===== src/rtl/ufc_pkg.sv =====
// Purpose: Shared constants and types for the serial transceiver core.
// Assumes: One 125 MHz clock, synchronous active-low reset.
// Notes:   Enumerations are one-hot; field positions are kept for software reference.
package ufc_pkg;
  // ==========================================================
  // Field positions of the software-visible mode and status words
  localparam int unsigned MODE_ALT_PIN_BIT = 10;     // Alternate pin pair select
  localparam int unsigned STAT_BREAK_BIT   = 11;     // Break request
  localparam int unsigned STAT_AVAIL_BIT   = 0;      // Receive data available

  // ==========================================================
  // Character format codes
  localparam logic [1:0] FMT_8N = 2'h0;              // 8 data, no parity (power-on)
  localparam logic [1:0] FMT_8E = 2'h1;              // 8 data, even parity
  localparam logic [1:0] FMT_8O = 2'h2;              // 8 data, odd parity
  localparam logic [1:0] FMT_9N = 2'h3;              // 9 data, no parity
  localparam logic       STOP_ONE = 1'h0;            // Power-on stop setting

  // Receive interrupt select codes
  localparam logic [1:0] RXI_HIGH = 2'h2;            // Three or four held
  localparam logic [1:0] RXI_FULL = 2'h3;            // Buffer full

  // ==========================================================
  // Buffer geometry and bit timing
  localparam int unsigned DATA_W    = 9;
  localparam logic [2:0]  Q_FULL    = 3'h4;          // Four entries per buffer
  localparam logic [2:0]  Q_HIGH    = 3'h3;
  localparam logic [3:0]  DATA_LAST8 = 4'h7;
  localparam logic [3:0]  DATA_LAST9 = 4'h8;
  localparam logic [3:0]  SUB_LAST  = 4'hf;          // Sixteen ticks per bit
  localparam logic [3:0]  SUB_MID   = 4'h7;          // Centre of start bit
  localparam int unsigned BREAK_MIN_BAUD = 13;       // Least break length software keeps

  // ==========================================================
  // State encodings
  typedef enum logic [4:0] {
    TX_IDLE  = 5'h01,
    TX_START = 5'h02,
    TX_DATA  = 5'h04,
    TX_PAR   = 5'h08,
    TX_STOP  = 5'h10
  } ufc_tx_st_t;

  typedef enum logic [5:0] {
    RX_IDLE  = 6'h01,
    RX_START = 6'h02,
    RX_DATA  = 6'h04,
    RX_PAR   = 6'h08,
    RX_STOP  = 6'h10,
    RX_WAIT  = 6'h20
  } ufc_rx_st_t;
endpackage : ufc_pkg


===== src/rtl/ufc_core.sv =====
// Purpose: Full-duplex asynchronous serial transceiver with 4-entry queues.
// Assumes: All inputs synchronous to CORE_CLK_I; control bits arrive as ports.
// Notes:   Buffer-to-shifter moves take one clock; interrupts are one-cycle pulses.
`timescale 1ns/1ps
`default_nettype none
module ufc_core
  import ufc_pkg::*;
(
  // Clock and reset
  input  wire logic        CORE_CLK_I,
  input  wire logic        RST_N_I,
  // Configuration
  input  wire logic        MODULE_ON_I,
  input  wire logic        ALT_PIN_SELECT_I,
  input  wire logic [1:0]  FORMAT_SELECT_I,
  input  wire logic        STOP_COUNT_SELECT_I,
  input  wire logic [15:0] BAUD_DIVISOR_I,
  input  wire logic        TX_IRQ_SELECT_I,
  input  wire logic [1:0]  RX_IRQ_SELECT_I,
  // Control strobes
  input  wire logic        TX_ENABLE_SET_I,
  input  wire logic        TX_ENABLE_CLR_I,
  input  wire logic        SEND_BREAK_SET_I,
  input  wire logic        SEND_BREAK_CLR_I,
  input  wire logic        OVERRUN_CLR_I,
  // Data access
  input  wire logic        TX_WRITE_I,
  input  wire logic [8:0]  TX_DATA_I,
  input  wire logic        RX_READ_I,
  output logic [8:0]       RX_DATA_O,
  // Serial pins
  input  wire logic        SERIAL_IN_PIN_I,
  input  wire logic        ALT_SERIAL_IN_PIN_I,
  output logic             SERIAL_OUT_PIN_O,
  output logic             SERIAL_OUT_OE_O,
  output logic             ALT_SERIAL_OUT_PIN_O,
  output logic             ALT_SERIAL_OUT_OE_O,
  // Status
  output logic             TX_ENABLE_O,
  output logic             SEND_BREAK_O,
  output logic             TX_FULL_FLAG_O,
  output logic             TX_SHIFTER_EMPTY_O,
  output logic             RX_AVAIL_FLAG_O,
  output logic             RX_IDLE_FLAG_O,
  output logic             OVERRUN_FLAG_O,
  output logic             FRAMING_ERR_FLAG_O,
  output logic             PARITY_ERR_FLAG_O,
  // Interrupt pulses
  output logic             TX_IRQ_FLAG_O,
  output logic             RX_IRQ_FLAG_O
);
  typedef struct packed {
    logic [3:0][8:0]  txq;         // Transmit queue storage
    logic [1:0]       txwr;
    logic [1:0]       txrd;
    logic [2:0]       txcnt;
    ufc_tx_st_t       ts;
    logic [8:0]       tsr;         // Transmit shifter
    logic             tpar;
    logic             tload;       // Shifter holds a character
    logic [3:0]       tsub;
    logic [3:0]       tbit;
    logic [3:0][10:0] rxq;         // {parity err, framing err, data}
    logic [1:0]       rxwr;
    logic [1:0]       rxrd;
    logic [2:0]       rxcnt;
    ufc_rx_st_t       rs;
    logic [8:0]       rsr;         // Receive shifter
    logic             rpar;
    logic             rferr;
    logic [3:0]       rsub;
    logic [3:0]       rbit;
    logic [8:0]       rxdata;
    logic             parity_err_flag;
    logic             framing_err_flag;
    logic             overrun_flag;
    logic             rxidle;
    logic             txen;
    logic             brk;
    logic             tsre;
    logic             txirq;
    logic             rxirq;
    logic             pout;
    logic             poe;
    logic             aout;
    logic             aoe;
  } ufc_state_t;

  ufc_state_t r_reg;
  ufc_state_t r_next;
  logic       tick;
  logic       line;
  logic       tx_pop;
  logic       tx_push;
  logic       rx_pop;
  logic       rx_push;
  logic       txd;
  logic       nine;
  logic       has_par;
  logic [8:0] rword;

  // ==========================================================
  // Baud tick: counter restarts whenever the core is off
  ufc_baud_gen u_baud (
    .CORE_CLK_I (CORE_CLK_I),
    .RST_N_I    (RST_N_I),
    .clear_i    (!MODULE_ON_I),
    .divisor_i  (BAUD_DIVISOR_I),
    .tick_o     (tick)
  );

  // ==========================================================
  // Next-state logic
  always_comb begin
    r_next       = r_reg;
    r_next.txirq = 1'b0;
    r_next.rxirq = 1'b0;
    nine         = (FORMAT_SELECT_I == FMT_9N);
    has_par      = (FORMAT_SELECT_I == FMT_8E) || (FORMAT_SELECT_I == FMT_8O);
    line         = ALT_PIN_SELECT_I ? ALT_SERIAL_IN_PIN_I : SERIAL_IN_PIN_I;
    tx_push      = 1'b0;
    tx_pop       = 1'b0;
    rx_push      = 1'b0;
    rx_pop       = 1'b0;
    txd          = 1'b1;
    rword        = nine ? r_reg.rsr : {1'b0, r_reg.rsr[8:1]};
    if (!MODULE_ON_I) begin
      // Off: abort, empty queues, clear flags; configuration ports untouched
      r_next.txwr   = 2'h0;
      r_next.txrd   = 2'h0;
      r_next.txcnt  = 3'h0;
      r_next.rxwr   = 2'h0;
      r_next.rxrd   = 2'h0;
      r_next.rxcnt  = 3'h0;
      r_next.ts     = TX_IDLE;
      r_next.rs     = RX_IDLE;
      r_next.tload  = 1'b0;
      r_next.tsub   = 4'h0;
      r_next.rsub   = 4'h0;
      r_next.parity_err_flag   = 1'b0;
      r_next.framing_err_flag   = 1'b0;
      r_next.overrun_flag   = 1'b0;
      r_next.txen   = 1'b0;
      r_next.brk    = 1'b0;
      r_next.rxidle = 1'b1;
    end else begin
      // Software strobes; clear has no priority over a same-cycle set
      if (TX_ENABLE_SET_I) r_next.txen = 1'b1;
      else if (TX_ENABLE_CLR_I) r_next.txen = 1'b0;
      if (SEND_BREAK_SET_I) r_next.brk = 1'b1;
      else if (SEND_BREAK_CLR_I) r_next.brk = 1'b0;
      if (OVERRUN_CLR_I) r_next.overrun_flag = 1'b0;

      // Transmit queue: writes to a full queue are dropped
      tx_push = TX_WRITE_I && (r_reg.txcnt != Q_FULL);
      tx_pop  = r_reg.txen && !r_reg.tload && (r_reg.txcnt != 3'h0);
      if (tx_push) begin
        r_next.txq[r_reg.txwr] = TX_DATA_I;
        r_next.txwr            = r_reg.txwr + 2'h1;
      end
      if (tx_pop) begin
        r_next.tsr   = r_reg.txq[r_reg.txrd];
        r_next.tpar  = (^r_reg.txq[r_reg.txrd][7:0]) ^ (FORMAT_SELECT_I == FMT_8O);
        r_next.tload = 1'b1;
        r_next.txrd  = r_reg.txrd + 2'h1;
        r_next.tsub  = 4'h0;
        // Select sampled live so software may switch it at run time
        r_next.txirq = !TX_IRQ_SELECT_I || (r_reg.txcnt == 3'h1);
      end
      r_next.txcnt = r_reg.txcnt + {2'h0, tx_push} - {2'h0, tx_pop};

      // Transmit shifter, one step per baud tick
      if (tick) begin
        r_next.tsub = r_reg.tsub + 4'h1;
        unique case (r_reg.ts)
          TX_IDLE: begin
            r_next.tsub = 4'h0;
            if (r_reg.tload) r_next.ts = TX_START;
          end
          TX_START: begin
            if (r_reg.tsub == SUB_LAST) begin
              r_next.ts   = TX_DATA;
              r_next.tbit = 4'h0;
            end
          end
          TX_DATA: begin
            if (r_reg.tsub == SUB_LAST) begin
              r_next.tsr  = {1'b0, r_reg.tsr[8:1]};
              r_next.tbit = r_reg.tbit + 4'h1;
              if (r_reg.tbit == (nine ? DATA_LAST9 : DATA_LAST8)) begin
                r_next.ts   = has_par ? TX_PAR : TX_STOP;
                r_next.tbit = 4'h0;
              end
            end
          end
          TX_PAR: begin
            if (r_reg.tsub == SUB_LAST) r_next.ts = TX_STOP;
          end
          TX_STOP: begin
            if (r_reg.tsub == SUB_LAST) begin
              r_next.tbit = r_reg.tbit + 4'h1;
              if (r_reg.tbit == {3'h0, STOP_COUNT_SELECT_I}) begin
                r_next.ts    = TX_IDLE;
                r_next.tload = 1'b0;
              end
            end
          end
        endcase
      end

      // Receive queue pop; an empty read leaves everything in place
      rx_pop = RX_READ_I && (r_reg.rxcnt != 3'h0);
      if (rx_pop) r_next.rxrd = r_reg.rxrd + 2'h1;

      // Receive shifter: bit steps on the sixteen-times tick; start edge and wait-for-high checked every clock
      unique case (r_reg.rs)
        RX_IDLE: begin
          if (!r_reg.overrun_flag && !line) begin
            r_next.rs     = RX_START;
            r_next.rsub   = 4'h0;
            r_next.rxidle = 1'b0;
          end
        end
        RX_START: begin
          if (tick) begin
            r_next.rsub = r_reg.rsub + 4'h1;
            if (r_reg.rsub == SUB_MID) begin
              // A glitch shorter than half a bit is not a start
              r_next.rs     = line ? RX_IDLE : RX_DATA;
              r_next.rxidle = line;
              r_next.rsub   = 4'h0;
              r_next.rbit   = 4'h0;
              r_next.rpar   = 1'b0;
              r_next.rferr  = 1'b0;
            end
          end
        end
        RX_DATA: begin
          if (tick) begin
            r_next.rsub = r_reg.rsub + 4'h1;
            if (r_reg.rsub == SUB_LAST) begin
              r_next.rsr  = {line, r_reg.rsr[8:1]};
              r_next.rpar = r_reg.rpar ^ line;
              r_next.rbit = r_reg.rbit + 4'h1;
              if (r_reg.rbit == (nine ? DATA_LAST9 : DATA_LAST8)) begin
                r_next.rs   = has_par ? RX_PAR : RX_STOP;
                r_next.rbit = 4'h0;
              end
            end
          end
        end
        RX_PAR: begin
          if (tick) begin
            r_next.rsub = r_reg.rsub + 4'h1;
            if (r_reg.rsub == SUB_LAST) begin
              r_next.rpar = r_reg.rpar ^ line ^ (FORMAT_SELECT_I == FMT_8O);
              r_next.rs   = RX_STOP;
            end
          end
        end
        RX_STOP: begin
          if (tick) begin
            r_next.rsub = r_reg.rsub + 4'h1;
            if (r_reg.rsub == SUB_LAST) begin
              r_next.rferr = r_reg.rferr | !line;
              r_next.rbit  = r_reg.rbit + 4'h1;
              if (r_reg.rbit == {3'h0, STOP_COUNT_SELECT_I}) begin
                if (r_reg.rxcnt == Q_FULL && !rx_pop) begin
                  r_next.overrun_flag = 1'b1;
                end else begin
                  rx_push = 1'b1;
                  r_next.rxq[r_reg.rxwr] = {has_par & r_reg.rpar, r_reg.rferr | !line, rword};
                  r_next.rxwr = r_reg.rxwr + 2'h1;
                end
                // A break keeps the line low: wait for it to rise first
                r_next.rs     = (r_reg.rferr | !line) ? RX_WAIT : RX_IDLE;
                r_next.rxidle = 1'b1;
              end
            end
          end
        end
        RX_WAIT: begin
          if (line) r_next.rs = RX_IDLE;
        end
      endcase
      r_next.rxcnt = r_reg.rxcnt + {2'h0, rx_push} - {2'h0, rx_pop};
      if (rx_push) begin
        unique case (RX_IRQ_SELECT_I)
          RXI_HIGH: r_next.rxirq = (r_next.rxcnt >= Q_HIGH);
          RXI_FULL: r_next.rxirq = (r_next.rxcnt == Q_FULL);
          default:  r_next.rxirq = 1'b1;
        endcase
      end
      // Head of the receive queue is what software sees
      if (r_next.rxcnt != 3'h0 && (rx_pop || r_reg.rxcnt == 3'h0)) begin
        r_next.rxdata = r_next.rxq[r_next.rxrd][8:0];
        r_next.framing_err_flag   = r_next.rxq[r_next.rxrd][9];
        r_next.parity_err_flag   = r_next.rxq[r_next.rxrd][10];
      end
    end

    // Pin drive: break wins over every transmit state
    unique case (r_next.ts)
      TX_START: txd = 1'b0;
      TX_DATA:  txd = r_next.tsr[0];
      TX_PAR:   txd = r_next.tpar;
      default:  txd = 1'b1;
    endcase
    if (r_next.brk) txd = 1'b0;
    r_next.tsre = !r_next.tload;
    r_next.pout = txd;
    r_next.aout = txd;
    r_next.poe  = MODULE_ON_I && !ALT_PIN_SELECT_I;
    r_next.aoe  = MODULE_ON_I && ALT_PIN_SELECT_I;
  end

  // ==========================================================
  // State register; queues clear only on reset or disable
  always_ff @(posedge CORE_CLK_I) begin
    if (!RST_N_I) begin
      r_reg        <= '0;
      r_reg.ts     <= TX_IDLE;
      r_reg.rs     <= RX_IDLE;
      r_reg.rxidle <= 1'b1;
      r_reg.tsre   <= 1'b1;
      r_reg.pout   <= 1'b1;
      r_reg.aout   <= 1'b1;
    end else begin
      r_reg <= r_next;
    end
  end

  // Outputs straight from the state register
  assign RX_DATA_O            = r_reg.rxdata;
  assign SERIAL_OUT_PIN_O     = r_reg.pout;
  assign SERIAL_OUT_OE_O      = r_reg.poe;
  assign ALT_SERIAL_OUT_PIN_O = r_reg.aout;
  assign ALT_SERIAL_OUT_OE_O  = r_reg.aoe;
  assign TX_ENABLE_O          = r_reg.txen;
  assign SEND_BREAK_O         = r_reg.brk;
  assign TX_FULL_FLAG_O       = (r_reg.txcnt == Q_FULL);
  assign TX_SHIFTER_EMPTY_O   = r_reg.tsre;
  assign RX_AVAIL_FLAG_O      = (r_reg.rxcnt != 3'h0);
  assign RX_IDLE_FLAG_O       = r_reg.rxidle;
  assign OVERRUN_FLAG_O       = r_reg.overrun_flag;
  assign FRAMING_ERR_FLAG_O   = r_reg.framing_err_flag;
  assign PARITY_ERR_FLAG_O    = r_reg.parity_err_flag;
  assign TX_IRQ_FLAG_O        = r_reg.txirq;
  assign RX_IRQ_FLAG_O        = r_reg.rxirq;
endmodule : ufc_core
`default_nettype wire


===== src/rtl/ufc_baud_gen.sv =====
// Purpose: Sixteen-times baud tick from a 16-bit divisor.
// Assumes: Divisor is stable while the link runs.
// Notes:   Tick rate is clock/(divisor+1); a bit spans sixteen ticks.
`timescale 1ns/1ps
`default_nettype none
module ufc_baud_gen
  import ufc_pkg::*;
(
  // Clock and reset
  input  wire logic        CORE_CLK_I,
  input  wire logic        RST_N_I,
  // Control
  input  wire logic        clear_i,
  input  wire logic [15:0] divisor_i,
  // Tick
  output logic             tick_o
);
  typedef struct packed {
    logic [15:0] cnt;
    logic        tick;
  } ufc_bg_t;

  ufc_bg_t bg_reg;
  ufc_bg_t bg_next;

  // ==========================================================
  // Divider: cleared counter means the first tick is a full period away
  always_comb begin
    bg_next      = bg_reg;
    bg_next.tick = 1'b0;
    if (clear_i) begin
      bg_next.cnt = 16'h0000;
    end else if (bg_reg.cnt >= divisor_i) begin
      bg_next.cnt  = 16'h0000;
      bg_next.tick = 1'b1;
    end else begin
      bg_next.cnt = bg_reg.cnt + 16'h0001;
    end
  end

  // State register
  always_ff @(posedge CORE_CLK_I) begin
    if (!RST_N_I) begin
      bg_reg <= '0;
    end else begin
      bg_reg <= bg_next;
    end
  end

  assign tick_o = bg_reg.tick;
endmodule : ufc_baud_gen
`default_nettype wire


===== config.mk =====
export PLATFORM = sky130hd
export DESIGN_NAME = ufc_core
export DESIGN_NICKNAME = d
export VERILOG_FILES = /design/src/rtl/ufc_pkg.sv /design/src/rtl/ufc_core.sv /design/src/rtl/ufc_baud_gen.sv
export SDC_FILE = /design/constraint.sdc
export NUM_CORES = 1
export LEC_CHECK = 0
export ABC_AREA = 1
export BUFFER_PORTS_ARGS = -buffer_cell sky130_fd_sc_hd__clkbuf_2
export CORE_UTILIZATION = 46
export CTS_BUF_LIST = sky130_fd_sc_hd__clkbuf_16
export CTS_CLUSTER_DIAMETER = 80
export DETAILED_ROUTE_END_ITERATION = 12
export PLACE_DENSITY = 0.68
export SETUP_SLACK_MARGIN = 0.02
export SYNTH_ARGS = -nofsm -noshare
export SYNTH_HDL_FRONTEND = slang
export SYNTH_SLANG_ARGS = --single-unit

===== constraint.sdc =====
create_clock -name CORE_CLK_I -period 7.6 [get_ports CORE_CLK_I]
set_clock_uncertainty 0.15 [all_clocks]
set_input_delay 0.38 -clock CORE_CLK_I [delete_from_list [all_inputs] [get_ports CORE_CLK_I]]
set_output_delay 0.38 -clock CORE_CLK_I [all_outputs]
set_load 0.005 [all_outputs]

==> PnR_summary.wiki <==
{| class="wikitable"
! Metric !! Value
|-
| Placement row count || 53
|-
| Maximum Capacitance Violations || 0
|-
| Final max-slew violation count || 0
|-
| Area share of the largest cell type after synthesis || 0.368
|-
| Total detailed-routing wirelength || ~23,000 µm
|-
| R2R Setup Slk || approximately 3.6 ns
|-
| Average wire per cell in the routed design || about 13 µm
|-
| # nets final || around 1,500
|-
| Combinational group share of total power || 0.105
|-
| Worst-Skew Late Latency || 0.44 ns
|-
| Part of the total power dissipated in sequential elements || 0.471
|-
| Leakage power total || 4.80 nW
|-
| Count of yosys warnings during synthesis || 0
|-
| Result of the run || completed
|-
| Antenna violations before repair || 0
|-
| Count of buffers from port buffering || 67
|-
| TritonRoute pass-1 iters || 5
|-
| Critical-path maximum fanout || 18
|-
| RSZ-0062 raised after global routing || no
|-
| Final Critical Period || between 4 and 5 ns
|-
| Via count || roughly 9,000
|-
| Final Hold Vio Count || 0
|-
| Std-Cell Core Area || 21,000 µm²
|-
| Critical Path End || RX_DATA_O[3]
|-
| Top cells by area in the synthesized netlist || sky130_fd_sc_hd__dfxtp_1 (37%), sky130_fd_sc_hd__nand2_1 (12%), sky130_fd_sc_hd__a21oi_1 (6.5%)
|-
| Worst EP required || between 7 and 8 ns
|-
| Cell taking the most area after synthesis || sky130_fd_sc_hd__dfxtp_1
|-
| Worst r2r dst || RX_DATA_O[3]
|-
| Total Die Area || between 20,000 and 25,000 µm²
|-
| Post-synthesis sequential area ratio || 0.368
|-
| Flip-flop count of the largest register after layout || around 140
|-
| Signal arrival time at the worst endpoint || 4.21 ns
|-
| Synthesized area per cell || approximately 6.9 µm²
|-
| Routability congestion estimate from global placement || around 0.9
|-
| Hold/Removal Path Class || in -> reg
|-
| Number of fillers in the final layout || between 2,000 and 2,500
|-
| ANT nets after route || 0
|-
| Number of gates given a new drive strength after cts || 0
|-
| Crit path from || r_reg[26]
|-
| Total of hold buffers inserted after clock tree synthesis || 3
|-
| Async SR Flop Fraction || 0
|-
| Logic depth of the worst register-to-register path || 22
|-
| Worst Max-Slew Pin Slew || a little over 1 ns
|-
| Number of instances in the synthesized netlist || 1,426
|-
| Number of buffers inserted to repair setup after CTS || 0
|-
| Global route overflow || 0
|-
| Layout Area Growth over Synthesis || 9.71%
|-
| Total area of sequential cells || roughly 3600 µm²
|-
| Total standard cell area after synthesis || a little under 10,000 µm²
|-
| Clock-pin slew reported for the worst setup and hold paths after clock tree synthesis || about 0.080 ns
|-
| Global-route wire length before repair || between 30,000 and 40,000 µm
|-
| Source of the worst register-to-register timing path || r_reg[26]
|-
| Number of buffers between clock root and the deepest sink || 2
|-
| Number of different library cells in the post-synthesis netlist || 53
|-
| H-Tree Level Count || 4
|-
| Root buffer selected by CTS || sky130_fd_sc_hd__clkbuf_16
|-
| Number of buffers created by CTS || 17
|-
| Worst slew margin relative to its limit || 0.315
|-
| Total nets after synthesis || 1,507
|-
| Internal power of the cells || between 0.0015 and 0.002 W
|-
| # DRC || 0
|-
| Setup tns final || 0 ns
|-
| Hold Slack || about 0.052 ns
|-
| Via count of the first global-routing pass || 8,123
|-
| Num ports || 68
|-
| Number of flip-flops and latches in the synthesized netlist || 181
|-
| Maximum number of pins on one net before global-route repair || 94
|-
| Initial Util || 0.469
|-
| Ant diodes || 0
|-
| Switching component of the power || around 0.0006 W
|-
| Kind of end point of the critical path || register
|-
| Most used DFF post-synth || sky130_fd_sc_hd__dfxtp_1
|-
| Power density of the placed cells || ~200 nW/µm²
|-
| First DRT Iteration DRCs || 586
|-
| Clock tree from TritonCTS || built
|-
| Maximum clock frequency || around 0.25 GHz
|-
| Class of the most critical setup path || reg -> reg
|-
| Final setup violation count || 0
|-
| Sum of internal, switching and leakage power || about 0.0021 W
|-
| Crit share post-route || 0.528
|-
| Max VDD drop || 168 µV
|-
| Critical Path Start Type || register
|-
| Sink Count || 181
|-
| GRT Total Usage || 0.220
|-
| Post-synth EDFFs || 0
|-
| Clock share of power || 0.424
|-
| Top post-synthesis cells by count || sky130_fd_sc_hd__nand2_1 (318), sky130_fd_sc_hd__dfxtp_1 (181), sky130_fd_sc_hd__inv_1 (165), sky130_fd_sc_hd__a21oi_1 (128), sky130_fd_sc_hd__o21ai_0 (122)
|-
| Net switching fraction of the power || 0.281
|-
| Most repeated cell in the gate-level netlist after synthesis || sky130_fd_sc_hd__nand2_1
|-
| Multi-input gate area || just over 5000 µm²
|-
| Post-DP HPWL || 15,800 µm
|-
| Fraction of layout cells with a size suffix above 1 || 0.117
|-
| Die height || around 150 µm
|-
| Width of the die || 148 µm
|-
| Via-to-Cell Ratio || a little over 5
|}
worst min-delay path by stage:
stage | startpoint | endpoint | slack [ns] | depth (start not counted)
2_1_floorplan | r_reg[137] | r_reg[137] | 0.27 | 2
3_3_place_gp | r_reg[32] | r_reg[32] | 0.29 | 2
3_5_place_dp | r_reg[164] | r_reg[164] | 0.29 | 2
4_1_cts | OVERRUN_CLR_I | OVERRUN_FLAG_O | 0.05 | 4
5_1_grt | TX_DATA_I[4] | r_reg[160] | 0.09 | 3
6_report | OVERRUN_CLR_I | OVERRUN_FLAG_O | 0.05 | 4
power by group through the flow:
stage | Clock, W | Sequential, W | Combinational (W)
after global placement | 0 | 0.00102 | 0.000216
after detailed placement | 0 | 0.00102 | 0.000219
after global routing | 0.000954 | 0.00100 | 0.000255
final | 0.000899 | 0.000998 | 0.000222
after CTS | 0.000913 | 0.000997 | 0.000222
after floorplan | 0 | 0.00102 | 0.000165
critical path: stages (launching register included):
cell and delay [ns]:
sky130_fd_sc_hd__dfxtp_1 0.37, sky130_fd_sc_hd__ha_1 0.18, sky130_fd_sc_hd__nand2_1 0.07, sky130_fd_sc_hd__inv_2 0.07, sky130_fd_sc_hd__nand2_1 0.10, sky130_fd_sc_hd__nor2_2 0.14, sky130_fd_sc_hd__nand2_2 0.12, sky130_fd_sc_hd__inv_2 0.11
sky130_fd_sc_hd__nand2_1 0.07, sky130_fd_sc_hd__nor2_1 0.15, sky130_fd_sc_hd__inv_1 0.10, sky130_fd_sc_hd__ha_1 0.28, sky130_fd_sc_hd__inv_1 0.04, sky130_fd_sc_hd__ha_1 0.18, sky130_fd_sc_hd__fa_1 0.37, sky130_fd_sc_hd__xor2_1 0.21
sky130_fd_sc_hd__inv_1 0.08, sky130_fd_sc_hd__nand3_1 0.07, sky130_fd_sc_hd__nand2_1 0.10, sky130_fd_sc_hd__nor2_2 0.63, sky130_fd_sc_hd__nand3_1 0.18, sky130_fd_sc_hd__nand2_1 0.10, sky130_fd_sc_hd__inv_1 0.04
layout by cell type (no fill, tap or decap), drive strengths merged, types with 3 or more instances in the layout:
cell	n
o211ai	4
ha	35
o21ai	166
buf	5
or2	9
a21oi	128
xor2	18
clkinv	10
a211oi	5
a31oi	6
dlygate4sd3	3
inv	186
nand3	112
dfxtp	181
o21a	12
nor3	19
nor2	122
nand4	9
xnor2	5
nand2	329
clkbuf	84
logic make-up after synthesis:
logic type	share of synthesized area
xor+xnor	0.0212
fa+ha+maj	0.0485
flops	0.368
buf+inv	0.110
compound gates	0.186
simple gates	0.267
through the flow:
| stage | instances | area, µm² | util | worst slack [ns] |
|---|---|---|---|---|
| floorplan | 1426 | 9860 | - | 4.23 |
| global placement | 1706 | 10200 | 0.485 | 3.80 |
| detailed placement | 1706 | 10200 | 0.485 | 3.61 |
| CTS | 1741 | 10800 | 0.514 | 3.58 |
| global route | 1741 | 10800 | 0.514 | 3.21 |
| finish | 1741 | 10800 | 0.514 | 3.59 |
metal layers:
layer / global-route usage / part of all wire
met1: 0.282 / 0.47
met2: 0.373 / 0.47
met3: 0.0411 / 0.041
met4: 0.0660 / 0.016
met5: 0 / 0
cell type report:
type	instances	share of cell area
multi-input cells	996	0.477
flip-flops and latches	181	0.335
inverters	182	0.0646
repair buffers	75	0.0373
clock inverters	15	0.0153
clock buffers	17	0.0393
well taps	275	0.0318
Power figures use the tool's default switching activity.
